`config.mk`:
```
export PLATFORM = sky130hd
export DESIGN_NAME = single_channel_timer_regs
export DESIGN_NICKNAME = d
export VERILOG_FILES = /design/src/hw/timer_pkg.sv /design/src/hw/single_channel_timer_regs.sv /design/src/hw/input_conditioner.sv
export SDC_FILE = /design/constraint.sdc
export NUM_CORES = 1
export LEC_CHECK = 0
export BUFFER_PORTS_ARGS = -buffer_cell sky130_fd_sc_hd__buf_2
export CAP_MARGIN = 20
export CORE_ASPECT_RATIO = 0.75
export CORE_MARGIN = 5
export CORE_UTILIZATION = 42
export DETAILED_ROUTE_END_ITERATION = 7
export HOLD_SLACK_MARGIN = 0.02
export PLACE_DENSITY_LB_ADDON = 0.2
export SYNTH_ARGS = -nofsm -noshare
export SYNTH_HDL_FRONTEND = slang
export SYNTH_HIERARCHICAL = 1
export SYNTH_SLANG_ARGS = --single-unit
```
`constraint.sdc`:
```
create_clock -name clk_i -period 3.25 [get_ports clk_i]
set_input_delay 0.4875 -clock clk_i [delete_from_list [all_inputs] [get_ports clk_i]]
set_output_delay 0.4875 -clock clk_i [all_outputs]
set_load 0.01 [all_outputs]
```
`src/hw/timer_pkg.sv`:
```
/*
 Constants of the single-channel 16-bit timer: register offsets, field positions,
 reset values, selector encodings and clock figures.
 Assumes a byte-addressed register port and a 10 MHz core clock.
*/
package timer_pkg;

   ////////////////////////////////////////////////////////////////////////////
   // Clock figures.
   localparam int CLK_PERIOD_NS = 100;
   localparam int OSC_DIVIDE = 32;
   localparam logic [4:0] OSC_HALF_LAST = 5'(OSC_DIVIDE / 2 - 1);

   ////////////////////////////////////////////////////////////////////////////
   // Register byte offsets.
   localparam logic [7:0] OFF_CHANNEL_MODE = 8'h18;
   localparam logic [7:0] OFF_CHANNEL_ENABLE_POLARITY = 8'h20;
   localparam logic [7:0] OFF_COUNTER_VALUE = 8'h24;
   localparam logic [7:0] OFF_PRESCALE_DIVIDER = 8'h28;
   localparam logic [7:0] OFF_RELOAD_VALUE = 8'h2c;
   localparam logic [7:0] OFF_CHANNEL1_VALUE = 8'h34;
   localparam logic [7:0] OFF_INPUT_REMAP_OPTION = 8'h50;

   ////////////////////////////////////////////////////////////////////////////
   // Field positions.
   localparam int POS_CHAN1_ENABLE = 0;
   localparam int POS_CHAN1_POLARITY = 1;
   localparam int POS_CHAN1_POLARITY_AUX = 3;
   localparam int POS_DIRECTION_LSB = 0;
   localparam int POS_PRELOAD_ENABLE = 3;
   localparam int POS_REMAP_LSB = 0;

   ////////////////////////////////////////////////////////////////////////////
   // Reset values.
   localparam logic [15:0] RST_ZERO = 16'h0000;
   localparam logic [15:0] RST_RELOAD_VALUE = 16'hffff;

   ////////////////////////////////////////////////////////////////////////////
   // Selector encodings.
   localparam logic [1:0] DIR_OUTPUT = 2'h0;
   localparam logic [1:0] DIR_OWN_INPUT = 2'h1;
   localparam logic [1:0] DIR_NEIGHBOUR_INPUT = 2'h2;
   localparam logic [1:0] DIR_TRIGGER_INPUT = 2'h3;
   localparam logic [1:0] REMAP_PIN = 2'h0;
   localparam logic [1:0] REMAP_RTC = 2'h1;
   localparam logic [1:0] REMAP_OSC_DIV = 2'h2;
   localparam logic [1:0] REMAP_CLOCK_OUT = 2'h3;
   localparam logic [1:0] EDGE_RISING = 2'h0;
   localparam logic [1:0] EDGE_FALLING = 2'h1;
   localparam logic [1:0] EDGE_BOTH = 2'h3;

endpackage

```
`src/hw/single_channel_timer_regs.sv`:
```
/*
 Single-channel 16-bit timer: prescaler, up counter with reload, one capture or
 compare channel with preload, input remap and a plain register port.
 Assumes external inputs are asynchronous and the register master follows the
 one-cycle strobe protocol with read data in the next cycle.
*/
// Chosen here: strobed register access.
`timescale 1ns/1ns
module single_channel_timer_regs #(
   parameter int W = 16
) (
   input wire logic clk_i,
   input wire logic rst_i,
   input wire logic [7:0] addr_i,
   input wire logic [W-1:0] wdata_i,
   input wire logic wr_i,
   input wire logic rd_i,
   output logic [W-1:0] rdata_o,
   input wire logic chan1_pin_i,
   input wire logic chan2_pin_i,
   input wire logic internal_trigger_i,
   input wire logic rtc_clock_source_i,
   input wire logic external_oscillator_clock_i,
   input wire logic clock_output_signal_i,
   output logic chan1_output_o,
   output logic output_drive_enable_o,
   output logic update_event_o
);

   typedef struct packed {
      logic en;
      logic pol;
      logic pol_aux;
      logic [1:0] dir;
      logic pren;
      logic [W-1:0] cnt;
      logic [W-1:0] prescale_divider;
      logic [W-1:0] psc_sh;
      logic [W-1:0] pcnt;
      logic [W-1:0] arr;
      logic [W-1:0] ccr;
      logic [W-1:0] ccr_pre;
      logic [1:0] rmp;
      logic [4:0] osc_cnt;
      logic osc_div;
      logic out;
      logic oe;
      logic upd;
      logic [W-1:0] rdata;
   } timer_state_t;

   timer_state_t state_ff;
   timer_state_t nxt_state;

   ////////////////////////////////////////////////////////////////////////////
   // Synchronised external inputs.
   logic pin_rise, pin_fall, in2_rise, in2_fall, trg_rise, trg_fall;
   logic rtc_rise, rtc_fall, osc_rise, osc_fall, mco_rise, mco_fall;

   input_conditioner u_pin (
      .clk_i(clk_i), .rst_i(rst_i), .async_i(chan1_pin_i), .rise_o(pin_rise), .fall_o(pin_fall)
   );
   input_conditioner u_in2 (
      .clk_i(clk_i), .rst_i(rst_i), .async_i(chan2_pin_i), .rise_o(in2_rise), .fall_o(in2_fall)
   );
   input_conditioner u_trg (
      .clk_i(clk_i), .rst_i(rst_i), .async_i(internal_trigger_i), .rise_o(trg_rise), .fall_o(trg_fall)
   );
   input_conditioner u_rtc (
      .clk_i(clk_i), .rst_i(rst_i), .async_i(rtc_clock_source_i), .rise_o(rtc_rise), .fall_o(rtc_fall)
   );
   input_conditioner u_osc (
      .clk_i(clk_i), .rst_i(rst_i), .async_i(external_oscillator_clock_i), .rise_o(osc_rise),
      .fall_o(osc_fall)
   );
   input_conditioner u_mco (
      .clk_i(clk_i), .rst_i(rst_i), .async_i(clock_output_signal_i), .rise_o(mco_rise), .fall_o(mco_fall)
   );

   ////////////////////////////////////////////////////////////////////////////
   // Oscillator clock divided by 32: the level toggles every 16 rising oscillator edges.
   logic osc_wrap, div_rise, div_fall;
   assign osc_wrap = osc_rise && (state_ff.osc_cnt == timer_pkg::OSC_HALF_LAST);
   assign div_rise = osc_wrap && !state_ff.osc_div;
   assign div_fall = osc_wrap && state_ff.osc_div;

   // Remap of timer input one.
   logic in1_rise, in1_fall;
   always_comb begin
      unique case (state_ff.rmp)
         timer_pkg::REMAP_PIN: begin
            in1_rise = pin_rise;
            in1_fall = pin_fall;
         end
         timer_pkg::REMAP_RTC: begin
            in1_rise = rtc_rise;
            in1_fall = rtc_fall;
         end
         timer_pkg::REMAP_OSC_DIV: begin
            in1_rise = div_rise;
            in1_fall = div_fall;
         end
         timer_pkg::REMAP_CLOCK_OUT: begin
            in1_rise = mco_rise;
            in1_fall = mco_fall;
         end
      endcase
   end

   // Capture source chosen by the direction field.
   logic src_rise, src_fall;
   always_comb begin
      unique case (state_ff.dir)
         timer_pkg::DIR_OUTPUT: begin
            src_rise = 1'b0;
            src_fall = 1'b0;
         end
         timer_pkg::DIR_OWN_INPUT: begin
            src_rise = in1_rise;
            src_fall = in1_fall;
         end
         timer_pkg::DIR_NEIGHBOUR_INPUT: begin
            src_rise = in2_rise;
            src_fall = in2_fall;
         end
         timer_pkg::DIR_TRIGGER_INPUT: begin
            src_rise = trg_rise;
            src_fall = trg_fall;
         end
      endcase
   end

   // Edge selection by the polarity pair; the unlisted code 10 acts as rising.
   logic edge_hit, capture;
   always_comb begin
      unique case ({state_ff.pol_aux, state_ff.pol})
         timer_pkg::EDGE_FALLING: edge_hit = src_fall;
         timer_pkg::EDGE_BOTH: edge_hit = src_rise | src_fall;
         default: edge_hit = src_rise;
      endcase
   end
   assign capture = edge_hit && state_ff.en && (state_ff.dir != timer_pkg::DIR_OUTPUT);

   ////////////////////////////////////////////////////////////////////////////
   // Time base decode.
   logic tick, wrap, wr_cnt, wr_ccr, out_mode, cmp_ref;
   assign tick = (state_ff.pcnt == state_ff.psc_sh);
   assign wrap = tick && (state_ff.arr != '0) && (state_ff.cnt == state_ff.arr);
   assign wr_cnt = wr_i && (addr_i == timer_pkg::OFF_COUNTER_VALUE);
   assign wr_ccr = wr_i && (addr_i == timer_pkg::OFF_CHANNEL1_VALUE);
   assign out_mode = (state_ff.dir == timer_pkg::DIR_OUTPUT);
   assign cmp_ref = (state_ff.cnt < state_ff.ccr);

   // Read data for an address, zero for reserved bits and unmapped offsets.
   function automatic logic [W-1:0] read_reg(input timer_state_t s, input logic [7:0] a);
      logic [W-1:0] v;
      v = '0;
      unique case (a)
         timer_pkg::OFF_CHANNEL_MODE: begin
            v[timer_pkg::POS_DIRECTION_LSB +: 2] = s.dir;
            v[timer_pkg::POS_PRELOAD_ENABLE] = s.pren;
         end
         timer_pkg::OFF_CHANNEL_ENABLE_POLARITY: begin
            v[timer_pkg::POS_CHAN1_ENABLE] = s.en;
            v[timer_pkg::POS_CHAN1_POLARITY] = s.pol;
            v[timer_pkg::POS_CHAN1_POLARITY_AUX] = s.pol_aux;
         end
         timer_pkg::OFF_COUNTER_VALUE: v = s.cnt;
         timer_pkg::OFF_PRESCALE_DIVIDER: v = s.prescale_divider;
         timer_pkg::OFF_RELOAD_VALUE: v = s.arr;
         timer_pkg::OFF_CHANNEL1_VALUE: v = s.ccr;
         timer_pkg::OFF_INPUT_REMAP_OPTION: v[timer_pkg::POS_REMAP_LSB +: 2] = s.rmp;
         default: v = '0;
      endcase
      return v;
   endfunction

   ////////////////////////////////////////////////////////////////////////////
   // Next-state logic for registers, time base, channel and outputs.
   always_comb begin
      nxt_state = state_ff;
      nxt_state.upd = 1'b0;
      nxt_state.rdata = rd_i ? read_reg(state_ff, addr_i) : '0;
      // Divided oscillator.
      if (osc_rise) begin
         nxt_state.osc_cnt = osc_wrap ? 5'h00 : state_ff.osc_cnt + 5'h01;
      end
      if (osc_wrap) begin
         nxt_state.osc_div = ~state_ff.osc_div;
      end
      // Prescaler and counter.
      nxt_state.pcnt = tick ? '0 : state_ff.pcnt + 1'b1;
      if (tick && state_ff.arr != '0) begin
         nxt_state.cnt = wrap ? '0 : state_ff.cnt + 1'b1;
      end
      if (wrap) begin
         nxt_state.upd = 1'b1;
         nxt_state.psc_sh = state_ff.prescale_divider;
         if (out_mode && state_ff.pren) begin
            nxt_state.ccr = state_ff.ccr_pre;
         end
      end
      // Software writes; reserved bits are dropped.
      if (wr_i) begin
         unique case (addr_i)
            timer_pkg::OFF_CHANNEL_MODE: begin
               nxt_state.dir = wdata_i[timer_pkg::POS_DIRECTION_LSB +: 2];
               nxt_state.pren = wdata_i[timer_pkg::POS_PRELOAD_ENABLE];
            end
            timer_pkg::OFF_CHANNEL_ENABLE_POLARITY: begin
               nxt_state.en = wdata_i[timer_pkg::POS_CHAN1_ENABLE];
               nxt_state.pol = wdata_i[timer_pkg::POS_CHAN1_POLARITY];
               nxt_state.pol_aux = wdata_i[timer_pkg::POS_CHAN1_POLARITY_AUX];
            end
            timer_pkg::OFF_COUNTER_VALUE: nxt_state.cnt = wdata_i;
            timer_pkg::OFF_PRESCALE_DIVIDER: nxt_state.prescale_divider = wdata_i;
            timer_pkg::OFF_RELOAD_VALUE: nxt_state.arr = wdata_i;
            timer_pkg::OFF_CHANNEL1_VALUE: begin
               nxt_state.ccr_pre = wdata_i;
               if (!(out_mode && state_ff.pren)) begin
                  nxt_state.ccr = wdata_i;
               end
            end
            timer_pkg::OFF_INPUT_REMAP_OPTION: nxt_state.rmp = wdata_i[timer_pkg::POS_REMAP_LSB +: 2];
            default: nxt_state.rmp = state_ff.rmp;
         endcase
      end
      // A capture wins over a software write in the same cycle.
      if (capture) begin
         nxt_state.ccr = state_ff.cnt;
      end
      // Output stage.
      if (out_mode && state_ff.en) begin
         nxt_state.out = cmp_ref ^ state_ff.pol;
         nxt_state.oe = 1'b1;
      end else begin
         nxt_state.out = 1'b0;
         nxt_state.oe = 1'b0;
      end
   end

   // Registers the whole state.
   always_ff @(posedge clk_i) begin
      if (rst_i) begin
         state_ff <= '0;
         state_ff.arr <= timer_pkg::RST_RELOAD_VALUE;
      end else begin
         state_ff <= nxt_state;
      end
   end

   assign rdata_o = state_ff.rdata;
   assign chan1_output_o = state_ff.out;
   assign output_drive_enable_o = state_ff.oe;
   assign update_event_o = state_ff.upd;
endmodule

```
`src/hw/input_conditioner.sv`:
```
/*
 Three-stage synchroniser for one asynchronous input, with a debounced level
 and one-cycle rise and fall pulses.
 Assumes the input changes slower than half the core clock rate.
*/
`timescale 1ns/1ns
module input_conditioner (
   input wire logic clk_i,
   input wire logic rst_i,
   input wire logic async_i,
   output logic rise_o,
   output logic fall_o
);

   typedef struct packed {
      logic s1;
      logic s2;
      logic s3;
      logic level;
   } cond_state_t;

   cond_state_t state_ff;
   cond_state_t nxt_state;

   // A change counts once the second and third stages agree on it.
   always_comb begin
      nxt_state = state_ff;
      nxt_state.s1 = async_i;
      nxt_state.s2 = state_ff.s1;
      nxt_state.s3 = state_ff.s2;
      if (state_ff.s2 == state_ff.s3) begin
         nxt_state.level = state_ff.s3;
      end
   end

   // Registers the whole state.
   always_ff @(posedge clk_i) begin
      if (rst_i) begin
         nxt_state_reset: state_ff <= '0;
      end else begin
         state_ff <= nxt_state;
      end
   end

   // Edges are taken from the agreed stages only.
   assign rise_o = state_ff.s2 & state_ff.s3 & ~state_ff.level;
   assign fall_o = ~state_ff.s2 & ~state_ff.s3 & state_ff.level;

endmodule

```
Word-level counts from Yosys, hierarchy flattened:

Cells that the tools add are included.

* bits in registers: 169
* bits in latches: 0
* bits in writable memories: 0
* memory bits (read-only): 0
* input port bits: 34
* memories kept: 0

* add/sub/neg operators: 3
* $mul: 0
* divide/modulo/power cells: 0
* magnitude comparators: 1
* equal/unequal tests: 24
* shifts and indexed selects: 0
* multiplexer cells: 24
* bitwise logic cells: 43
* reductions and logical operators: 23

Operators with widths (count)
* $mux W16: 8
* $mux W32: 2
* $pmux W12 S4: 1
* $eq A8 B6 Y1 const B: 5
* $mux W34: 1
* $add A16 B1 Y16 const B: 2
* $eq A16 B16 Y1: 2
* $and A1 B1 Y1: 22
* $pmux W1 S4: 5
* $not A1 Y1: 19
* $lt A16 B16 Y1: 1
* $reduce_bool A16 Y1: 1
* $pmux W2 S7: 1
* $reduce_and A2 Y1: 6
* $eq A2 B2 Y1 const B: 5
* $logic_and A1 B1 Y1: 9
* $eq A8 B5 Y1 const B: 1
* $eq A8 B7 Y1 const B: 1
* $eq A1 B1 Y1: 6
* $eq A2 B1 Y1 const B: 3
* $pmux W1 S6: 1
* $reduce_or A2 Y1: 3
* $add A5 B1 Y5 const B: 1
* $eq A5 B4 Y1 const B: 1
* other kinds (9): 11

Depth between registers and ports, before layout:

* word-level depth: 11
* depth in mapped cells: 10
* depth with buffers taken out: 9

Modules after synthesis:

The synthesis kept the hierarchy.

Modules (own cells, without submodules)
* single_channel_timer_regs: times used 1, cells an instance 865, area an instance 7427.1 sq um, seq. area each 2902.8 sq um
* input_conditioner: times used 6, cells an instance 15, area an instance 155.1 sq um, seq. area each 80.1 sq um

Worst setup path before layout:

Ideal clock, no wire load.

* path type: input to register
* start: input addr_i[7]
* end: register state_ff[47] in the netlist's numbering
* setup time: 0.122 ns
* arrival time: 2.338 ns
* slack: 0.791 ns
* stages on the path: 8
* buffers on the path: 2
* cell sequence: or4b_4 > or4_4 > buf_6 > nand2b_4 > nand3_4 > buf_6 > a21oi_1 > a221o_1

* cells in the longest elaborated chain, start to end: 4

Ends and longest elaborated chain
* start, declared: line single_channel_timer_regs.sv:14 `input wire logic [7:0] addr_i,`
* $eq A8 B6 Y1: line single_channel_timer_regs.sv:205 `unique case (addr_i)`
* $mux W32: line single_channel_timer_regs.sv:205
* $mux W34: line single_channel_timer_regs.sv:204 `if (wr_i) begin`
* $mux W16: line single_channel_timer_regs.sv:229 `if (capture) begin`
* end signal, assigned: line single_channel_timer_regs.sv:248 `state_ff <= nxt_state;`
* end, declared: line single_channel_timer_regs.sv:52 `timer_state_t state_ff;`

Every way passes these cells.
A chain may end at the register's enable or synchronous reset.

Worst setup path in the final report:

* start: register u_osc/state_ff[1] in the netlist's numbering
* end: register state_ff[43] in the netlist's numbering

* cells in the longest elaborated chain, start to end: 11
* elaborated cells on any way between the ends: 14
* classes of those cells: mux: 6; bitwise: 3; reduce/logical: 5

Ends and longest elaborated chain
* start, declared: line input_conditioner.sv:22 `cond_state_t state_ff;`
* start signal, assigned: line input_conditioner.sv:41 `state_ff <= nxt_state;`
* $and A1 B1 Y1 * (2 in series): line input_conditioner.sv:46 `assign rise_o = state_ff.s2 & state_ff.s3 & ~state_ff.level;`
* via osc_rise: line single_channel_timer_regs.sv:58 `logic rtc_rise, rtc_fall, osc_rise, osc_fall, mco_rise, mco_fall;`
* $logic_and A1 B1 Y1 *: line single_channel_timer_regs.sv:83 `assign osc_wrap = osc_rise && (state_ff.osc_cnt == timer_pkg::OSC_HALF_LAST);`
* $logic_and A1 B1 Y1 (on tied branches): line single_channel_timer_regs.sv:84, single_channel_timer_regs.sv:85
* $pmux W1 S4: line single_channel_timer_regs.sv:90 `unique case (state_ff.rmp)`
* $pmux W1 S4: line single_channel_timer_regs.sv:113 `unique case (state_ff.dir)`
* $or A1 B1 Y1: line single_channel_timer_regs.sv:138 `timer_pkg::EDGE_BOTH: edge_hit = src_rise | src_fall;`
* $pmux W1 S2 *: line single_channel_timer_regs.sv:136 `unique case ({state_ff.pol_aux, state_ff.pol})`
* $logic_and A1 B1 Y1 * (2 in series): line single_channel_timer_regs.sv:142 `assign capture = edge_hit && state_ff.en && (state_ff.dir != timer_pkg::DIR_OUTPUT);`
* $mux W16 *: line single_channel_timer_regs.sv:229

Mark *: on every way through the listed nets, which the timed path passes. The rest lies on a longest branch.

==> results.sh <==
export IMPL_p_leak_nw=3.41
export IMPL_max_vdd_ir_drop_mv=0.366
export IMPL_drive_gt1_share_pct=13.4
export IMPL_grt_busiest_layer="met1"
export IMPL_drt_wirelength_per_cell_um=19.1
export IMPL_numCtsBuffers=17
export IMPL_dp_final_hpwl_um=17300
export IMPL_min_path_type="input port to register"
export IMPL_met3_usage_pct=5.50
export IMPL_final_common_cell="dfxtp_1"
export IMPL_overflow=0
export IMPL_path_class="register to register"
export IMPL_status="completed"
export IMPL_post_cts_buffers=0
export IMPL_syn_avg_cell_area_um2=8.75
export IMPL_place_congestion=0.947
export IMPL_syn_to_final_growth_pct=12.5
export IMPL_wl_um=23800
export IMPL_cts_sinks=169
export IMPL_cellPowerDensity_nw_per_um2=470
export IMPL_dpl_cell_area_um2=8780
export IMPL_cp_max_fo=14
export IMPL_cts_tree="yes"
export IMPL_dieWidth_um=173
export IMPL_timing_fmax_mhz=389
export IMPL_cp_required_ns=3.56
export IMPL_placementRows=44
export IMPL_globalRouteTotalUtil_pct=20.8
export IMPL_clock_skew_ns=0.0109
export IMPL_finalSetupTns_ns=0
export IMPL_drc=0
export IMPL_antenna_found_initial=1
export IMPL_clk_latency_ns=0.43
export IMPL_grt_pass1_wl_um=38000
export IMPL_rsz0062_at_grt="false"
export IMPL_cts_clk_slew_worst_paths_ns=0.07
export IMPL_synth_area_um2=8350
export IMPL_dp_slack_ns=0.576
export IMPL_regToRegSetupSlack_ns=0.68
export IMPL_via_count=6982
export IMPL_n_antenna_cell=0
export IMPL_die_area_um2=22800
export IMPL_worst_slack_ns=0.678
export IMPL_cts_resized=0
export IMPL_grt_pass1_vias=6533
export IMPL_antenna_left=0
export IMPL_rr_worst_depth=9
export IMPL_cts_max_level=4
export IMPL_worstMarginPinSlew_ns=0.643
export IMPL_syn_num_nets=1018
export IMPL_slew_headroom_pct=56.8
export IMPL_arrival_ns=2.88
export IMPL_ys_warn_count=6
export IMPL_io_pins=53
export IMPL_slew_viol_final=0
export IMPL_drt_iter0_markers=822
export IMPL_port_buffers=52
export IMPL_design_core_area_um2=19400
export IMPL_critPathCaptureType="register"
export IMPL_start_util_pct=43.0
export IMPL_first_pass_iters=5
export IMPL_fin_nets=1042
export IMPL_grt_max_degree=58
export IMPL_cap_violations=0
export IMPL_final_cell_mix="dfxtp_1, nand2_1, nor2_1, a21oi_1, buf_2"
export IMPL_finalCriticalPeriod_ns=2.57
export IMPL_avgViaCountPerCell=5.61
export IMPL_hold_buffers=0
export IMPL_finalSetupViolations=0
export IMPL_cts_root_buffer_cell="clkbuf_16"
export IMPL_hold_viol=0
export IMPL_cts_buffer_depth=2
export IMPL_synth_cells=954
export IMPL_fin_crit_sh_pct=79.1
export IMPL_hold_depth=2
export IMPL_final_area_um2=9400
export IMPL_die_h_um=132
export IMPL_start_kind="register"
export IMPL_use_met2_pct=28.5
export IMPL_grtUsageMet1_pct=32.5
cell type report:
type / count / area [um^2]
Clock buffer: 17 / 425
Clock inverter: 15 / 190
Fill cell: 1921 / 10000
Inverter: 32 / 120
Multi-Input combinational cell: 677 / 4480
Sequential cell: 169 / 3380
Tap cell: 253 / 317
Timing Repair Buffer: 81 / 480
per-stage QoR:
| step | total power [W] | utilization (%) | hold slack [ns] | cells |
|---|---|---|---|---|
| final | 0.00441 | 48.4 | 0.261 | 1244 |
| after global routing | 0.00456 | 48.4 | 0.278 | 1244 |
| after CTS | 0.00445 | 48.4 | 0.250 | 1244 |
| after detailed placement | 0.00233 | 45.2 | 0.425 | 1212 |
| after global placement | 0.00233 | 45.2 | 0.418 | 1212 |
| after floorplan | 0.00224 | - | 0.414 | 954 |
state kept, by name, summed over array words and instances, names as in the netlist:
register	flops
chan1_output_o	1
u_in2/state_ff	2
rdata_o	16
update_event_o	1
u_osc/state_ff	2
u_mco/nxt_state	2
output_drive_enable_o	1
u_rtc/nxt_state	2
u_trg/nxt_state	2
u_trg/state_ff	2
u_pin/nxt_state	2
u_pin/state_ff	2
u_rtc/state_ff	2
state_ff	126
u_mco/state_ff	2
u_in2/nxt_state	2
u_osc/nxt_state	2
worst paths after layout:
check,startpoint,to
max,u_osc/state_ff[1]$_SDFF_PP0_,state_ff[43]$_SDFF_PP0_
min,chan1_pin_i,u_pin/nxt_state[2]$_SDFF_PP0_
max reg2reg,u_osc/state_ff[1]$_SDFF_PP0_,state_ff[43]$_SDFF_PP0_
min reg2reg,u_rtc/nxt_state[2]$_SDFF_PP0_,u_rtc/nxt_state[1]$_SDFF_PP0_
where the power goes:
group	switching (W)	total [W]	internal, W	leakage, nW
registers	0.00000849	0.00209	0.00209	1.37
clock network	0.000903	0.00213	0.00123	0.293
logic	0.000129	0.000191	0.0000619	1.75
routing by layer:
layer  up-vias  wire length [um]
met3        26              2080
met5         -                13
met1      3291             11800
met4         2               312
met2       263              9520
li1       3400                 -
worst max-delay path: stages, from the launching register on:
cell and delay (ns):
dfxtp_1 0.35, ha_1 0.14, nor2b_1 0.34, nand4_1 0.25, o41ai_1 0.48, a22oi_2 0.18, nand2_1 0.16, nor4b_2 0.06
buf_4 0.18, a221o_1 0.31
Power figures use the tool's default switching activity.
